File: config.mk
export PLATFORM = sky130hd
export DESIGN_NAME = ieu_dispatch_unit
export DESIGN_NICKNAME = d
export VERILOG_FILES = /design/src/shared/ieu_pkg.sv /design/src/shared/ieu_frame_if.sv /design/src/core/ieu_dispatch_unit.sv /design/src/core/ieu_frame_store.sv /design/src/core/ieu_classifier.sv
export VERILOG_INCLUDE_DIRS = /design/src /design/src/shared
export SDC_FILE = /design/constraint.sdc
export NUM_CORES = 1
export LEC_CHECK = 0
export BUFFER_PORTS_ARGS = -buffer_cell sky130_fd_sc_hd__buf_2
export CORE_ASPECT_RATIO = 0.75
export CORE_MARGIN = 4
export CORE_UTILIZATION = 55
export CTS_BUF_LIST = sky130_fd_sc_hd__clkbuf_4
export CTS_CLUSTER_DIAMETER = 30
export CTS_CLUSTER_SIZE = 25
export DETAILED_ROUTE_END_ITERATION = 8
export PLACE_DENSITY = 0.83
export SETUP_SLACK_MARGIN = 0.2
export SYNTH_ARGS = -nofsm -noshare
export SYNTH_HDL_FRONTEND = slang
export SYNTH_SLANG_ARGS = --single-unit
File: constraint.sdc
create_clock -name CLK_IN -period 6.9 [get_ports CLK_IN]
set_input_delay 0.345 -clock CLK_IN [delete_from_list [all_inputs] [get_ports CLK_IN]]
set_output_delay 0.345 -clock CLK_IN [all_outputs]
set_load 0.01 [all_outputs]
File: src/shared/ieu_params.svh
// Constants of the interrupt and exception dispatch unit.
`ifndef IEU_PARAMS_SVH
`define IEU_PARAMS_SVH
`define IEU_NUM_VECTORS 256
`define IEU_RSVD_VECTORS 32
`define IEU_FREE_VECTORS 224
`define IEU_VEC_DEBUG 8'h01
`define IEU_VEC_NMI 8'h02
`define IEU_VEC_BREAK 8'h03
`define IEU_VEC_DOUBLE 8'h08
`define IEU_VEC_INVTSS 8'h0a
`define IEU_VEC_GPF 8'h0d
`define IEU_VEC_PAGE 8'h0e
`define IEU_FAULT_MASK 32'h00017ce1
`define IEU_ABORT_MASK 32'h00000300
`define IEU_FRAME_DEPTH 8
`define IEU_FRAME_AW 3
`endif

File: src/shared/ieu_pkg.sv
// Types of the interrupt and exception dispatch unit.
package ieu_pkg;
    typedef enum logic [2:0]
    {
        ST_IDLE = 3'h0,
        ST_ACK = 3'h1,
        ST_ENTRY = 3'h2,
        ST_POP = 3'h3,
        ST_SHUT = 3'h4
    } ieu_state_type;
    typedef enum logic [2:0]
    {
        CLS_FAULT = 3'h0,
        CLS_TRAP = 3'h1,
        CLS_ABORT = 3'h2,
        CLS_MASKABLE_IRQ_IN = 3'h3,
        CLS_NMI = 3'h4
    } ieu_class_type;
    typedef struct packed
    {
        logic [31:0] ret_addr;
        logic if_flag;
    } ieu_frame_type;
endpackage

File: src/shared/ieu_frame_if.sv
// Write and read signals between the dispatcher and its return-frame store.
`timescale 1ns/1ps
interface ieu_frame_if;
    import ieu_pkg::*;
    logic wr_en;
    logic [2:0] wr_addr;
    ieu_frame_type wr_data;
    logic [2:0] rd_addr;
    ieu_frame_type rd_data;
    modport ctrl (output wr_en, output wr_addr, output wr_data, output rd_addr, input rd_data);
    modport store (input wr_en, input wr_addr, input wr_data, input rd_addr, output rd_data);
endinterface

File: src/core/ieu_dispatch_unit.sv
// Interrupt and exception dispatch unit of the processor core.
`timescale 1ns/1ps
`include "ieu_params.svh"
module ieu_dispatch_unit import ieu_pkg::*;
(
    // Clock and reset
    input wire logic CLK_IN,
    input wire logic RSTN_IN,
    // Instruction sequencing
    input wire logic BOUNDARY_IN,
    input wire logic STRING_STEP_IN,
    input wire logic [31:0] CUR_ADDR_IN,
    input wire logic [31:0] NEXT_ADDR_IN,
    input wire logic PROT_MODE_IN,
    input wire logic ENTRY_DONE_IN,
    input wire logic RETURN_FROM_INTERRUPT_IN,
    input wire logic SET_IF_IN,
    input wire logic CLEAR_IF_IN,
    // Internal events
    input wire logic EXC_VALID_IN,
    input wire logic [7:0] EXC_VECTOR_IN,
    input wire logic SWI_VALID_IN,
    input wire logic SWI_ONE_BYTE_IN,
    input wire logic [7:0] SWI_VECTOR_IN,
    input wire logic DBG_TRAP_IN,
    input wire logic DBG_FAULT_IN,
    input wire logic FETCH_FAULT_IN,
    input wire logic [7:0] FETCH_VECTOR_IN,
    // External interrupt controller
    input wire logic MASKABLE_IRQ_IN,
    input wire logic NONMASKABLE_IRQ_IN,
    input wire logic ACK_VALID_IN,
    input wire logic [7:0] ACK_VECTOR_IN,
    output logic INTA_OUT,
    // Dispatch results
    output logic DISPATCH_OUT,
    output logic [7:0] VECTOR_OUT,
    output ieu_class_type CLASS_OUT,
    output logic [31:0] RETURN_ADDR_OUT,
    output logic [10:0] TABLE_OFFSET_OUT,
    output logic IRQ_ENABLE_OUT,
    output logic NMI_ACTIVE_OUT,
    output logic RESUME_OUT,
    output logic [31:0] RESUME_ADDR_OUT,
    output logic SHUTDOWN_OUT
);
    // --------------------------------------------------------------
    // State
    // --------------------------------------------------------------
    ieu_state_type st_ff, nxt_st;
    logic if_ff, nmi_prev_ff, nmi_pend_ff, nmi_active_ff, pf_again_ff;
    logic [7:0] enter_vec_ff;
    logic [2:0] sp_ff;
    ieu_class_type cls_sel;
    logic shut_ff;
    ieu_frame_if frm ();

    // The store reads one cycle ahead, so a popped frame is ready in the restore state.
    ieu_frame_store u_store
    (
        .clk_in(CLK_IN),
        .frm(frm)
    );

    // --------------------------------------------------------------
    // Event selection
    // --------------------------------------------------------------
    wire idle = st_ff == ST_IDLE;
    wire at_bnd = BOUNDARY_IN | STRING_STEP_IN;
    // Only a rising level counts, so a held request is taken once.
    wire nmi_edge = NONMASKABLE_IRQ_IN & ~nmi_prev_ff;
    wire nmi_ready = nmi_pend_ff & ~nmi_active_ff;
    wire take_exc = idle & EXC_VALID_IN;
    wire take_return_from_interrupt = idle & ~EXC_VALID_IN & RETURN_FROM_INTERRUPT_IN;
    wire take_swi = idle & ~EXC_VALID_IN & ~RETURN_FROM_INTERRUPT_IN & SWI_VALID_IN;
    wire bnd_ok = idle & ~EXC_VALID_IN & ~RETURN_FROM_INTERRUPT_IN & ~SWI_VALID_IN & at_bnd;
    wire take_dbgt = bnd_ok & DBG_TRAP_IN;
    wire take_dbgf = bnd_ok & ~DBG_TRAP_IN & DBG_FAULT_IN;
    wire ext_ok = bnd_ok & ~DBG_TRAP_IN & ~DBG_FAULT_IN;
    wire take_nmi = ext_ok & nmi_ready;
    wire int_ok = MASKABLE_IRQ_IN & if_ff;
    wire take_int = ext_ok & ~nmi_ready & int_ok;
    wire take_fetch = ext_ok & ~nmi_ready & ~int_ok & FETCH_FAULT_IN;
    // The unit waits in the acknowledge state for as long as the controller needs.
    wire take_ack = st_ff == ST_ACK & ACK_VALID_IN;

    // --------------------------------------------------------------
    // Nested fault while entering a handler
    // --------------------------------------------------------------
    // A fault other than a page fault met while entering a segment handler, or a page handler not yet re-entered, escalates
    // to a double fault; one met while entering the double-fault handler or a re-entered page handler stops the core.
    wire in_entry = st_ff == ST_ENTRY & EXC_VALID_IN;
    wire ent_pf = enter_vec_ff == `IEU_VEC_PAGE;
    wire new_pf = EXC_VECTOR_IN == `IEU_VEC_PAGE;
    wire ent_seg = enter_vec_ff >= `IEU_VEC_INVTSS & enter_vec_ff <= `IEU_VEC_GPF;
    wire ent_df = enter_vec_ff == `IEU_VEC_DOUBLE;
    wire pf_twice = in_entry & ent_pf & new_pf & ~pf_again_ff;
    wire go_shut = in_entry & (ent_df | (ent_pf & pf_again_ff));
    wire go_df = in_entry & ~go_shut & ((ent_pf & ~new_pf) | (ent_seg & ~new_pf));
    wire take_nest = in_entry & ~go_shut;

    wire dispatch = take_exc | take_swi | take_dbgt | take_dbgf | take_nmi |
                    take_fetch | take_ack | take_nest;

    wire [7:0] swi_vec = SWI_ONE_BYTE_IN ? `IEU_VEC_BREAK : SWI_VECTOR_IN;
    wire [7:0] disp_vec = take_exc ? EXC_VECTOR_IN :
                          take_swi ? swi_vec :
                          (take_dbgt | take_dbgf) ? `IEU_VEC_DEBUG :
                          take_nmi ? `IEU_VEC_NMI :
                          take_fetch ? FETCH_VECTOR_IN :
                          take_ack ? ACK_VECTOR_IN :
                          go_df ? `IEU_VEC_DOUBLE : EXC_VECTOR_IN;
    // Internally raised and nested exceptions restart the offending instruction; everything else, debug and fetch faults included, resumes after it.
    wire [31:0] disp_ret = (take_exc | take_nest) ? CUR_ADDR_IN : NEXT_ADDR_IN;
    wire ieu_class_type disp_cls = take_nmi ? CLS_NMI :
                                   take_ack ? CLS_MASKABLE_IRQ_IN :
                                   take_swi ? CLS_TRAP : cls_sel;
    wire [10:0] disp_off = PROT_MODE_IN ? {disp_vec, 3'h0} : {1'b0, disp_vec, 2'h0};

    ieu_classifier u_cls
    (
        .vector_in(disp_vec),
        .dbg_fault_in(take_dbgf),
        .class_out(cls_sel)
    );

    // --------------------------------------------------------------
    // Return-frame stack
    // --------------------------------------------------------------
    // The stack wraps silently; nesting deeper than its depth loses frames.
    assign frm.wr_en = dispatch;
    assign frm.wr_addr = sp_ff;
    assign frm.wr_data = '{ret_addr: disp_ret, if_flag: if_ff};
    assign frm.rd_addr = sp_ff - 3'h1;

    wire [2:0] nxt_sp = dispatch ? sp_ff + 3'h1 :
                        take_return_from_interrupt ? sp_ff - 3'h1 : sp_ff;
    wire nxt_if = dispatch ? 1'b0 :
                  (st_ff == ST_POP) ? frm.rd_data.if_flag :
                  SET_IF_IN ? 1'b1 :
                  CLEAR_IF_IN ? 1'b0 : if_ff;
    // A new edge sets the pending flag even in the cycle it is consumed.
    wire nxt_nmi_pend = nmi_edge | (nmi_pend_ff & ~take_nmi);
    wire nxt_nmi_active = take_nmi | (nmi_active_ff & st_ff != ST_POP);

    always_comb
    begin
        nxt_st = st_ff;
        case (st_ff)
            ST_IDLE:
            begin
                if (take_int)
                begin
                    nxt_st = ST_ACK;
                end
                else if (dispatch)
                begin
                    nxt_st = ST_ENTRY;
                end
                else if (take_return_from_interrupt)
                begin
                    nxt_st = ST_POP;
                end
            end
            ST_ACK:
            begin
                if (take_ack)
                begin
                    nxt_st = ST_ENTRY;
                end
            end
            ST_ENTRY:
            begin
                if (go_shut)
                begin
                    nxt_st = ST_SHUT;
                end
                else if (ENTRY_DONE_IN & ~EXC_VALID_IN)
                begin
                    nxt_st = ST_IDLE;
                end
            end
            ST_POP: nxt_st = ST_IDLE;
            ST_SHUT: nxt_st = ST_SHUT;
            default: nxt_st = ST_IDLE;
        endcase
    end

    // --------------------------------------------------------------
    // Registers
    // --------------------------------------------------------------
    always_ff @(posedge CLK_IN)
    begin
        if (!RSTN_IN)
        begin
            st_ff <= ST_IDLE;
            if_ff <= 1'b0;
            nmi_prev_ff <= 1'b0;
            nmi_pend_ff <= 1'b0;
            nmi_active_ff <= 1'b0;
            pf_again_ff <= 1'b0;
            enter_vec_ff <= 8'h00;
            sp_ff <= 3'h0;
            shut_ff <= 1'b0;
        end
        else
        begin
            st_ff <= nxt_st;
            if_ff <= nxt_if;
            nmi_prev_ff <= NONMASKABLE_IRQ_IN;
            nmi_pend_ff <= nxt_nmi_pend;
            nmi_active_ff <= nxt_nmi_active;
            pf_again_ff <= pf_twice | (pf_again_ff & st_ff == ST_ENTRY);
            enter_vec_ff <= dispatch ? disp_vec : enter_vec_ff;
            sp_ff <= nxt_sp;
            shut_ff <= nxt_st == ST_SHUT;
        end
    end

    always_ff @(posedge CLK_IN)
    begin
        if (!RSTN_IN)
        begin
            DISPATCH_OUT <= 1'b0;
            VECTOR_OUT <= 8'h00;
            CLASS_OUT <= CLS_FAULT;
            RETURN_ADDR_OUT <= 32'h0000_0000;
            TABLE_OFFSET_OUT <= 11'h000;
            INTA_OUT <= 1'b0;
            RESUME_OUT <= 1'b0;
            RESUME_ADDR_OUT <= 32'h0000_0000;
        end
        else
        begin
            DISPATCH_OUT <= dispatch;
            VECTOR_OUT <= dispatch ? disp_vec : VECTOR_OUT;
            CLASS_OUT <= dispatch ? disp_cls : CLASS_OUT;
            RETURN_ADDR_OUT <= dispatch ? disp_ret : RETURN_ADDR_OUT;
            TABLE_OFFSET_OUT <= dispatch ? disp_off : TABLE_OFFSET_OUT;
            INTA_OUT <= take_int;
            RESUME_OUT <= st_ff == ST_POP;
            RESUME_ADDR_OUT <= (st_ff == ST_POP) ? frm.rd_data.ret_addr : RESUME_ADDR_OUT;
        end
    end

    assign IRQ_ENABLE_OUT = if_ff;
    assign NMI_ACTIVE_OUT = nmi_active_ff;
    // Shutdown comes from its own flop, so the pin is clean while the state decodes.
    assign SHUTDOWN_OUT = shut_ff;
endmodule // ieu_dispatch_unit

File: src/core/ieu_frame_store.sv
// Small memory holding the saved return frames, read data registered.
`timescale 1ns/1ps
`include "ieu_params.svh"
module ieu_frame_store import ieu_pkg::*;
(
    input wire logic clk_in,
    ieu_frame_if.store frm
);
    ieu_frame_type mem_ff [0:`IEU_FRAME_DEPTH-1];
    ieu_frame_type rd_data_ff;

    always_ff @(posedge clk_in)
    begin
        if (frm.wr_en)
        begin
            mem_ff[frm.wr_addr] <= frm.wr_data;
        end
        rd_data_ff <= mem_ff[frm.rd_addr];
    end

    assign frm.rd_data = rd_data_ff;
endmodule // ieu_frame_store

File: src/core/ieu_classifier.sv
// Maps an internally raised vector onto its exception class.
`timescale 1ns/1ps
`include "ieu_params.svh"
module ieu_classifier import ieu_pkg::*;
(
    input wire logic [7:0] vector_in,
    input wire logic dbg_fault_in,
    output ieu_class_type class_out
);
    localparam logic [31:0] FAULT_MASK = `IEU_FAULT_MASK;
    localparam logic [31:0] ABORT_MASK = `IEU_ABORT_MASK;
    localparam logic [8:0] RSVD = 9'(`IEU_RSVD_VECTORS);

    wire in_rsvd = {1'b0, vector_in} < RSVD;
    wire is_fault = in_rsvd & FAULT_MASK[vector_in[4:0]];
    wire is_abort = in_rsvd & ABORT_MASK[vector_in[4:0]];
    wire is_debug = vector_in == `IEU_VEC_DEBUG;

    // Vectors above the reserved range and the unused reserved ones are traps.
    assign class_out = is_debug ? (dbg_fault_in ? CLS_FAULT : CLS_TRAP) :
                       is_abort ? CLS_ABORT :
                       is_fault ? CLS_FAULT : CLS_TRAP;
endmodule // ieu_classifier

==> impl_results.html <==
<table>
<tr><th>Metric</th><th>Value</th></tr>
<tr><th colspan="2">Yosys</th></tr>
<tr><td>Share of synthesized cell area in full adder, half adder and majority cells</td><td>0.2456%</td></tr>
<tr><td>Post-synthesis compound-gate area fraction</td><td>4.601%</td></tr>
<tr><td>Synth warnings</td><td>0</td></tr>
<tr><td>Number of distinct library cells after synthesis</td><td>61</td></tr>
<tr><td>Synthesized area divided by synthesized cell count</td><td>14.95 sq um</td></tr>
<tr><td>Post-synth EDFFs</td><td>264</td></tr>
<tr><td>Summed instance area of the synthesized netlist</td><td>15280 sq um</td></tr>
<tr><td>Combinational family with the most area after synthesis</td><td>multiplexers</td></tr>
<tr><td>Synth Flop Type</td><td>sky130_fd_sc_hd__edfxtp_1</td></tr>
<tr><td>Async set-or-reset flop fraction in the synthesized netlist</td><td>0%</td></tr>
<tr><td>Gate count after technology mapping</td><td>1022</td></tr>
<tr><td>Number of synthesized register bits</td><td>396</td></tr>
<tr><td>Sequential area share after synthesis</td><td>69.16%</td></tr>
<tr><td>Top-area cell type share of the netlist area</td><td>51.87%</td></tr>
<tr><td>Simple-gate area share of the yosys netlist</td><td>8.964%</td></tr>
<tr><td>Post-synth top area cell</td><td>sky130_fd_sc_hd__edfxtp_1</td></tr>
<tr><td>Multiplexer share of the synthesized area</td><td>14.80%</td></tr>
<tr><td>Xor/xnor share of the synthesized area</td><td>0.1719%</td></tr>
<tr><td>Dominant cells by area after synthesis</td><td>sky130_fd_sc_hd__edfxtp_1, sky130_fd_sc_hd__dfxtp_1, sky130_fd_sc_hd__mux4_2, sky130_fd_sc_hd__mux2_2, sky130_fd_sc_hd__nor2_1</td></tr>
<tr><th colspan="2">Timing</th></tr>
<tr><td>Final critical-path required period</td><td>4.760 ns</td></tr>
<tr><td>Achievable frequency</td><td>210.1 MHz</td></tr>
<tr><td>Part of the cycle the worst path needs</td><td>68.99%</td></tr>
<tr><td>Number of slew-limit violations in the final report</td><td>0</td></tr>
<tr><td>Final hold viol count</td><td>0</td></tr>
<tr><td>Worst-Margin Slew</td><td>1.295 ns</td></tr>
<tr><td>Total negative slack for setup checks</td><td>0 ns</td></tr>
<tr><td>Post-layout worst setup margin</td><td>2.140 ns</td></tr>
<tr><td># setup viols final</td><td>0</td></tr>
<tr><td>Clock skew</td><td>0.06826 ns</td></tr>
<tr><td>RSZ-0062 raised after global routing</td><td>no</td></tr>
<tr><td>Slew HR</td><td>12.46%</td></tr>
<tr><th colspan="2">Setup path</th></tr>
<tr><td>Worst reg2reg endpoint</td><td>u_store.mem_ff[5][22]$_DFFE_PP_</td></tr>
<tr><td>Startpoint of the lowest-slack register-to-register path</td><td>st_ff[0]$_SDFF_PN0_</td></tr>
<tr><td>Worst reg-to-reg path cell count</td><td>9</td></tr>
<tr><td>Data required time at the worst endpoint</td><td>7.27 ns</td></tr>
<tr><td>Critical path capture point</td><td>u_store.mem_ff[5][22]$_DFFE_PP_</td></tr>
<tr><td>Worst setup path startpoint</td><td>st_ff[0]$_SDFF_PN0_</td></tr>
<tr><td>Setup Crit Path Kind</td><td>flip-flop to flip-flop</td></tr>
<tr><td>Data arrival time of the critical path</td><td>5.13 ns</td></tr>
<tr><td>Critical path startpoint category</td><td>flip-flop</td></tr>
<tr><td>Reg-to-reg slack, setup</td><td>2.14 ns</td></tr>
<tr><td>Worst Setup End Kind</td><td>flip-flop</td></tr>
<tr><td>Critical Path Fanout Max</td><td>56</td></tr>
<tr><th colspan="2">Placed design</th></tr>
<tr><td>Minimum setup slack after placement</td><td>2.205 ns</td></tr>
<tr><td>Number of buffers added on ports</td><td>203</td></tr>
<tr><td>Instance area after placement</td><td>16710 sq um</td></tr>
<tr><td>Routability congestion estimate from global placement</td><td>1.014</td></tr>
<tr><td>Detailed placement HPWL</td><td>22.28 mm</td></tr>
<tr><th colspan="2">Die</th></tr>
<tr><td>Standard-cell row count</td><td>52</td></tr>
<tr><td>Starting Density</td><td>56.20%</td></tr>
<tr><td>Die Width</td><td>200.5 um</td></tr>
<tr><td>Core box area</td><td>27200 sq um</td></tr>
<tr><td>DIE HEIGHT</td><td>152.4 um</td></tr>
<tr><td>Die footprint</td><td>30550 sq um</td></tr>
<tr><td>Number of top-level pins</td><td>206</td></tr>
<tr><th colspan="2">Drt</th></tr>
<tr><td>Met3 Wirelength</td><td>3.016 mm</td></tr>
<tr><td>Final wirelength</td><td>34.77 mm</td></tr>
<tr><td>WL per Instance</td><td>21.01 um</td></tr>
<tr><td>Total via count after detailed routing</td><td>9753</td></tr>
<tr><td>Highest signal layer in the routed design</td><td>met4</td></tr>
<tr><td>DRC violations left</td><td>0</td></tr>
<tr><td>Met2 routed wirelength</td><td>15.94 mm</td></tr>
<tr><td>Initial drt markers</td><td>1033</td></tr>
<tr><td>Count of antenna-violating nets left after detailed routing</td><td>0</td></tr>
<tr><td>First-pass DRT Iterations</td><td>5</td></tr>
<tr><td>Wl on met1</td><td>15.05 mm</td></tr>
<tr><td>Via-to-Cell Ratio</td><td>5.893</td></tr>
<tr><th colspan="2">Power</th></tr>
<tr><td>Final Power</td><td>0.005728 W</td></tr>
<tr><td>Leakage power</td><td>6.481 nW</td></tr>
<tr><td>Power Density</td><td>321.9 nW/um^2</td></tr>
<tr><td>Largest voltage drop on the vdd net</td><td>0.0002039 V</td></tr>
<tr><th colspan="2">Cells and area</th></tr>
<tr><td>Share of post-route cells with drive strength above 1</td><td>36.73%</td></tr>
<tr><td>Growth of design area from synthesis to finish</td><td>16.45%</td></tr>
<tr><td>Number of nets in the final layout</td><td>1376</td></tr>
<tr><td>Finished Cell Area</td><td>17800 sq um</td></tr>
<tr><td>Fill cell instance count of the final layout</td><td>1880</td></tr>
<tr><td>Ant diodes</td><td>0</td></tr>
<tr><td>Final cell utilization of the core</td><td>65.44%</td></tr>
<tr><th colspan="2">Global route</th></tr>
<tr><td>Vias in the first global route</td><td>9637</td></tr>
<tr><td>First-pass GRT wire length</td><td>54.17 mm</td></tr>
<tr><td>Gr ovfl total</td><td>0</td></tr>
<tr><td>Pin count of the biggest net entering global routing</td><td>70</td></tr>
<tr><td>Antenna violations before repair</td><td>0</td></tr>
<tr><td>Overall Global Routing Usage</td><td>22.23%</td></tr>
<tr><th colspan="2">Clock tree</th></tr>
<tr><td>Clock input transition at the sequential cells of the worst setup and hold paths</td><td>0.15 ns</td></tr>
<tr><td>Maximum level of the CTS H-tree</td><td>2</td></tr>
<tr><td>TritonCTS clock tree</td><td>yes</td></tr>
<tr><td>Buffer type at the clock tree root</td><td>sky130_fd_sc_hd__clkbuf_4</td></tr>
<tr><td>Number of buffers added by the clock tree synthesis step</td><td>55</td></tr>
<tr><td>Number of clock sinks</td><td>396</td></tr>
<tr><td>Clock Path Buffers</td><td>3</td></tr>
<tr><td>Post-CTS Repair Setup Buffers</td><td>0</td></tr>
<tr><td>Clock Latency Late Sink</td><td>0.75 ns</td></tr>
<tr><th colspan="2">Hold path</th></tr>
<tr><td>Worst min-delay path category</td><td>input pin to flip-flop</td></tr>
<tr><th colspan="2">Flow run</th></tr>
<tr><td>Reported max-cap violation count</td><td>0</td></tr>
<tr><th colspan="2">Outcome</th></tr>
<tr><td>Outcome</td><td>completed</td></tr>
</table>
==> synthesized netlist by cell type (all sizes together), types with 4 or more instances <==
| cell | count |
|---|---|
| edfxtp | 264 |
| dfxtp | 132 |
| nor2 | 105 |
| nand2 | 90 |
| mux2 | 68 |
| mux4 | 66 |
| a21oi | 50 |
| nor3 | 50 |
| clkbuf | 40 |
| buf | 23 |
| nor4 | 12 |
| inv | 11 |
| o21ai | 10 |
| a211oi | 9 |
| nand3 | 8 |
| a31oi | 5 |
| nand4 | 5 |
| a22oi | 4 |
| nor2b | 4 |
| o211ai | 4 |
==> cells in the final DEF (no fill, tap or decap), types with 10 or more instances in the layout <==
cell type	count
sky130_fd_sc_hd__inv_1	10
sky130_fd_sc_hd__buf_4	18
sky130_fd_sc_hd__nand2_1	89
sky130_fd_sc_hd__dlygate4sd3_1	21
sky130_fd_sc_hd__mux2_2	68
sky130_fd_sc_hd__dfxtp_1	131
sky130_fd_sc_hd__nor3_1	46
sky130_fd_sc_hd__nor2_1	104
sky130_fd_sc_hd__clkbuf_4	59
sky130_fd_sc_hd__buf_2	203
sky130_fd_sc_hd__o21ai_0	10
sky130_fd_sc_hd__a21oi_1	50
sky130_fd_sc_hd__edfxtp_1	264
sky130_fd_sc_hd__mux4_2	66
==> routing by layer <==
metal,up-vias,global-route usage [%]
met5,-,0
met2,490,34.13
li1,4382,-
met1,4813,33.08
met3,68,4.681
met4,0,5.634
==> registers in the layout (all words and copies together), names as in the netlist, 3 cells and up <==
register and cells:
u_store.frm.rd_data 33, CLASS_OUT 3, TABLE_OFFSET_OUT 9, RESUME_ADDR_OUT 32, VECTOR_OUT 8, u_store.mem_ff 264
RETURN_ADDR_OUT 32, frm.wr_addr 3, st_ff 3
==> where the power goes <==
group | leakage [nW] | switching, W | internal, W
clock network | 0.469 | 0.000946 | 0.000611
registers | 3.49 | 0.000130 | 0.00285
logic | 2.52 | 0.000630 | 0.000557
==> worst max-delay path, cell delays in order (launching register included) <==
cell	delay (ns)
sky130_fd_sc_hd__dfxtp_1	0.47
sky130_fd_sc_hd__nor4_2	0.45
sky130_fd_sc_hd__nand4b_2	0.25
sky130_fd_sc_hd__or3_1	0.53
sky130_fd_sc_hd__nand4_1	0.32
sky130_fd_sc_hd__nand2b_2	0.18
sky130_fd_sc_hd__buf_4	0.55
sky130_fd_sc_hd__nand2_1	0.35
sky130_fd_sc_hd__nor3_2	0.83
sky130_fd_sc_hd__buf_4	0.46
==> timing repair <==
item                      4_1_cts  5_1_grt
hold endpoints to repair       37        0
gates resized for setup         0        0
hold buffers                   21        0
==> final cells by class <==
cell class / count / area [sq um] / area share [%]
clock buffer: 59 / 442.9 / 2.489
clock inverter: 43 / 437.9 / 2.461
inverter: 11 / 42.54 / 0.2390
multi-input combinational: 553 / 4499 / 25.28
sequential: 396 / 10570 / 59.41
tap: 351 / 439.2 / 2.468
timing repair buffer: 242 / 1361 / 7.649
==> per-stage QoR <==
step	instances	hold slack (ns)
floorplan	1023	0.3988
global placement	1532	0.4211
detailed placement	1532	0.4291
CTS	1655	0.001354
global route	1655	0.01442
finish	1655	0.04421
==> logic make-up after synthesis <==
logic type                 after synthesis
other                                    1
xor gates and xnor gates                 3
buffers and inverters                   74
and+or+nand+nor                        301
DFF                                    396
adders and majority gates                3
muxes                                  135
AOI/OAI and AO/OA                      109
==> worst min path at each step <==
stage	cells after the start	slack, ns	endpoint	start
after floorplan	1	0.40	nmi_pend_ff$_SDFF_PN0_	nmi_prev_ff$_SDFF_PN0_
after global placement	2	0.42	RESUME_ADDR_OUT[0]$_SDFFE_PN0P_	u_store.frm.rd_data[1]$_DFF_P_
after detailed placement	2	0.43	RESUME_ADDR_OUT[1]$_SDFFE_PN0P_	u_store.frm.rd_data[2]$_DFF_P_
after CTS	2	0.001	u_store.mem_ff[5][31]$_DFFE_PP_	CUR_ADDR_IN[30]
after global routing	2	0.01	u_store.mem_ff[5][31]$_DFFE_PP_	CUR_ADDR_IN[30]
final	2	0.04	u_store.mem_ff[4][30]$_DFFE_PP_	NEXT_ADDR_IN[29]
Note: power is estimated with default switching activity, not from simulation.
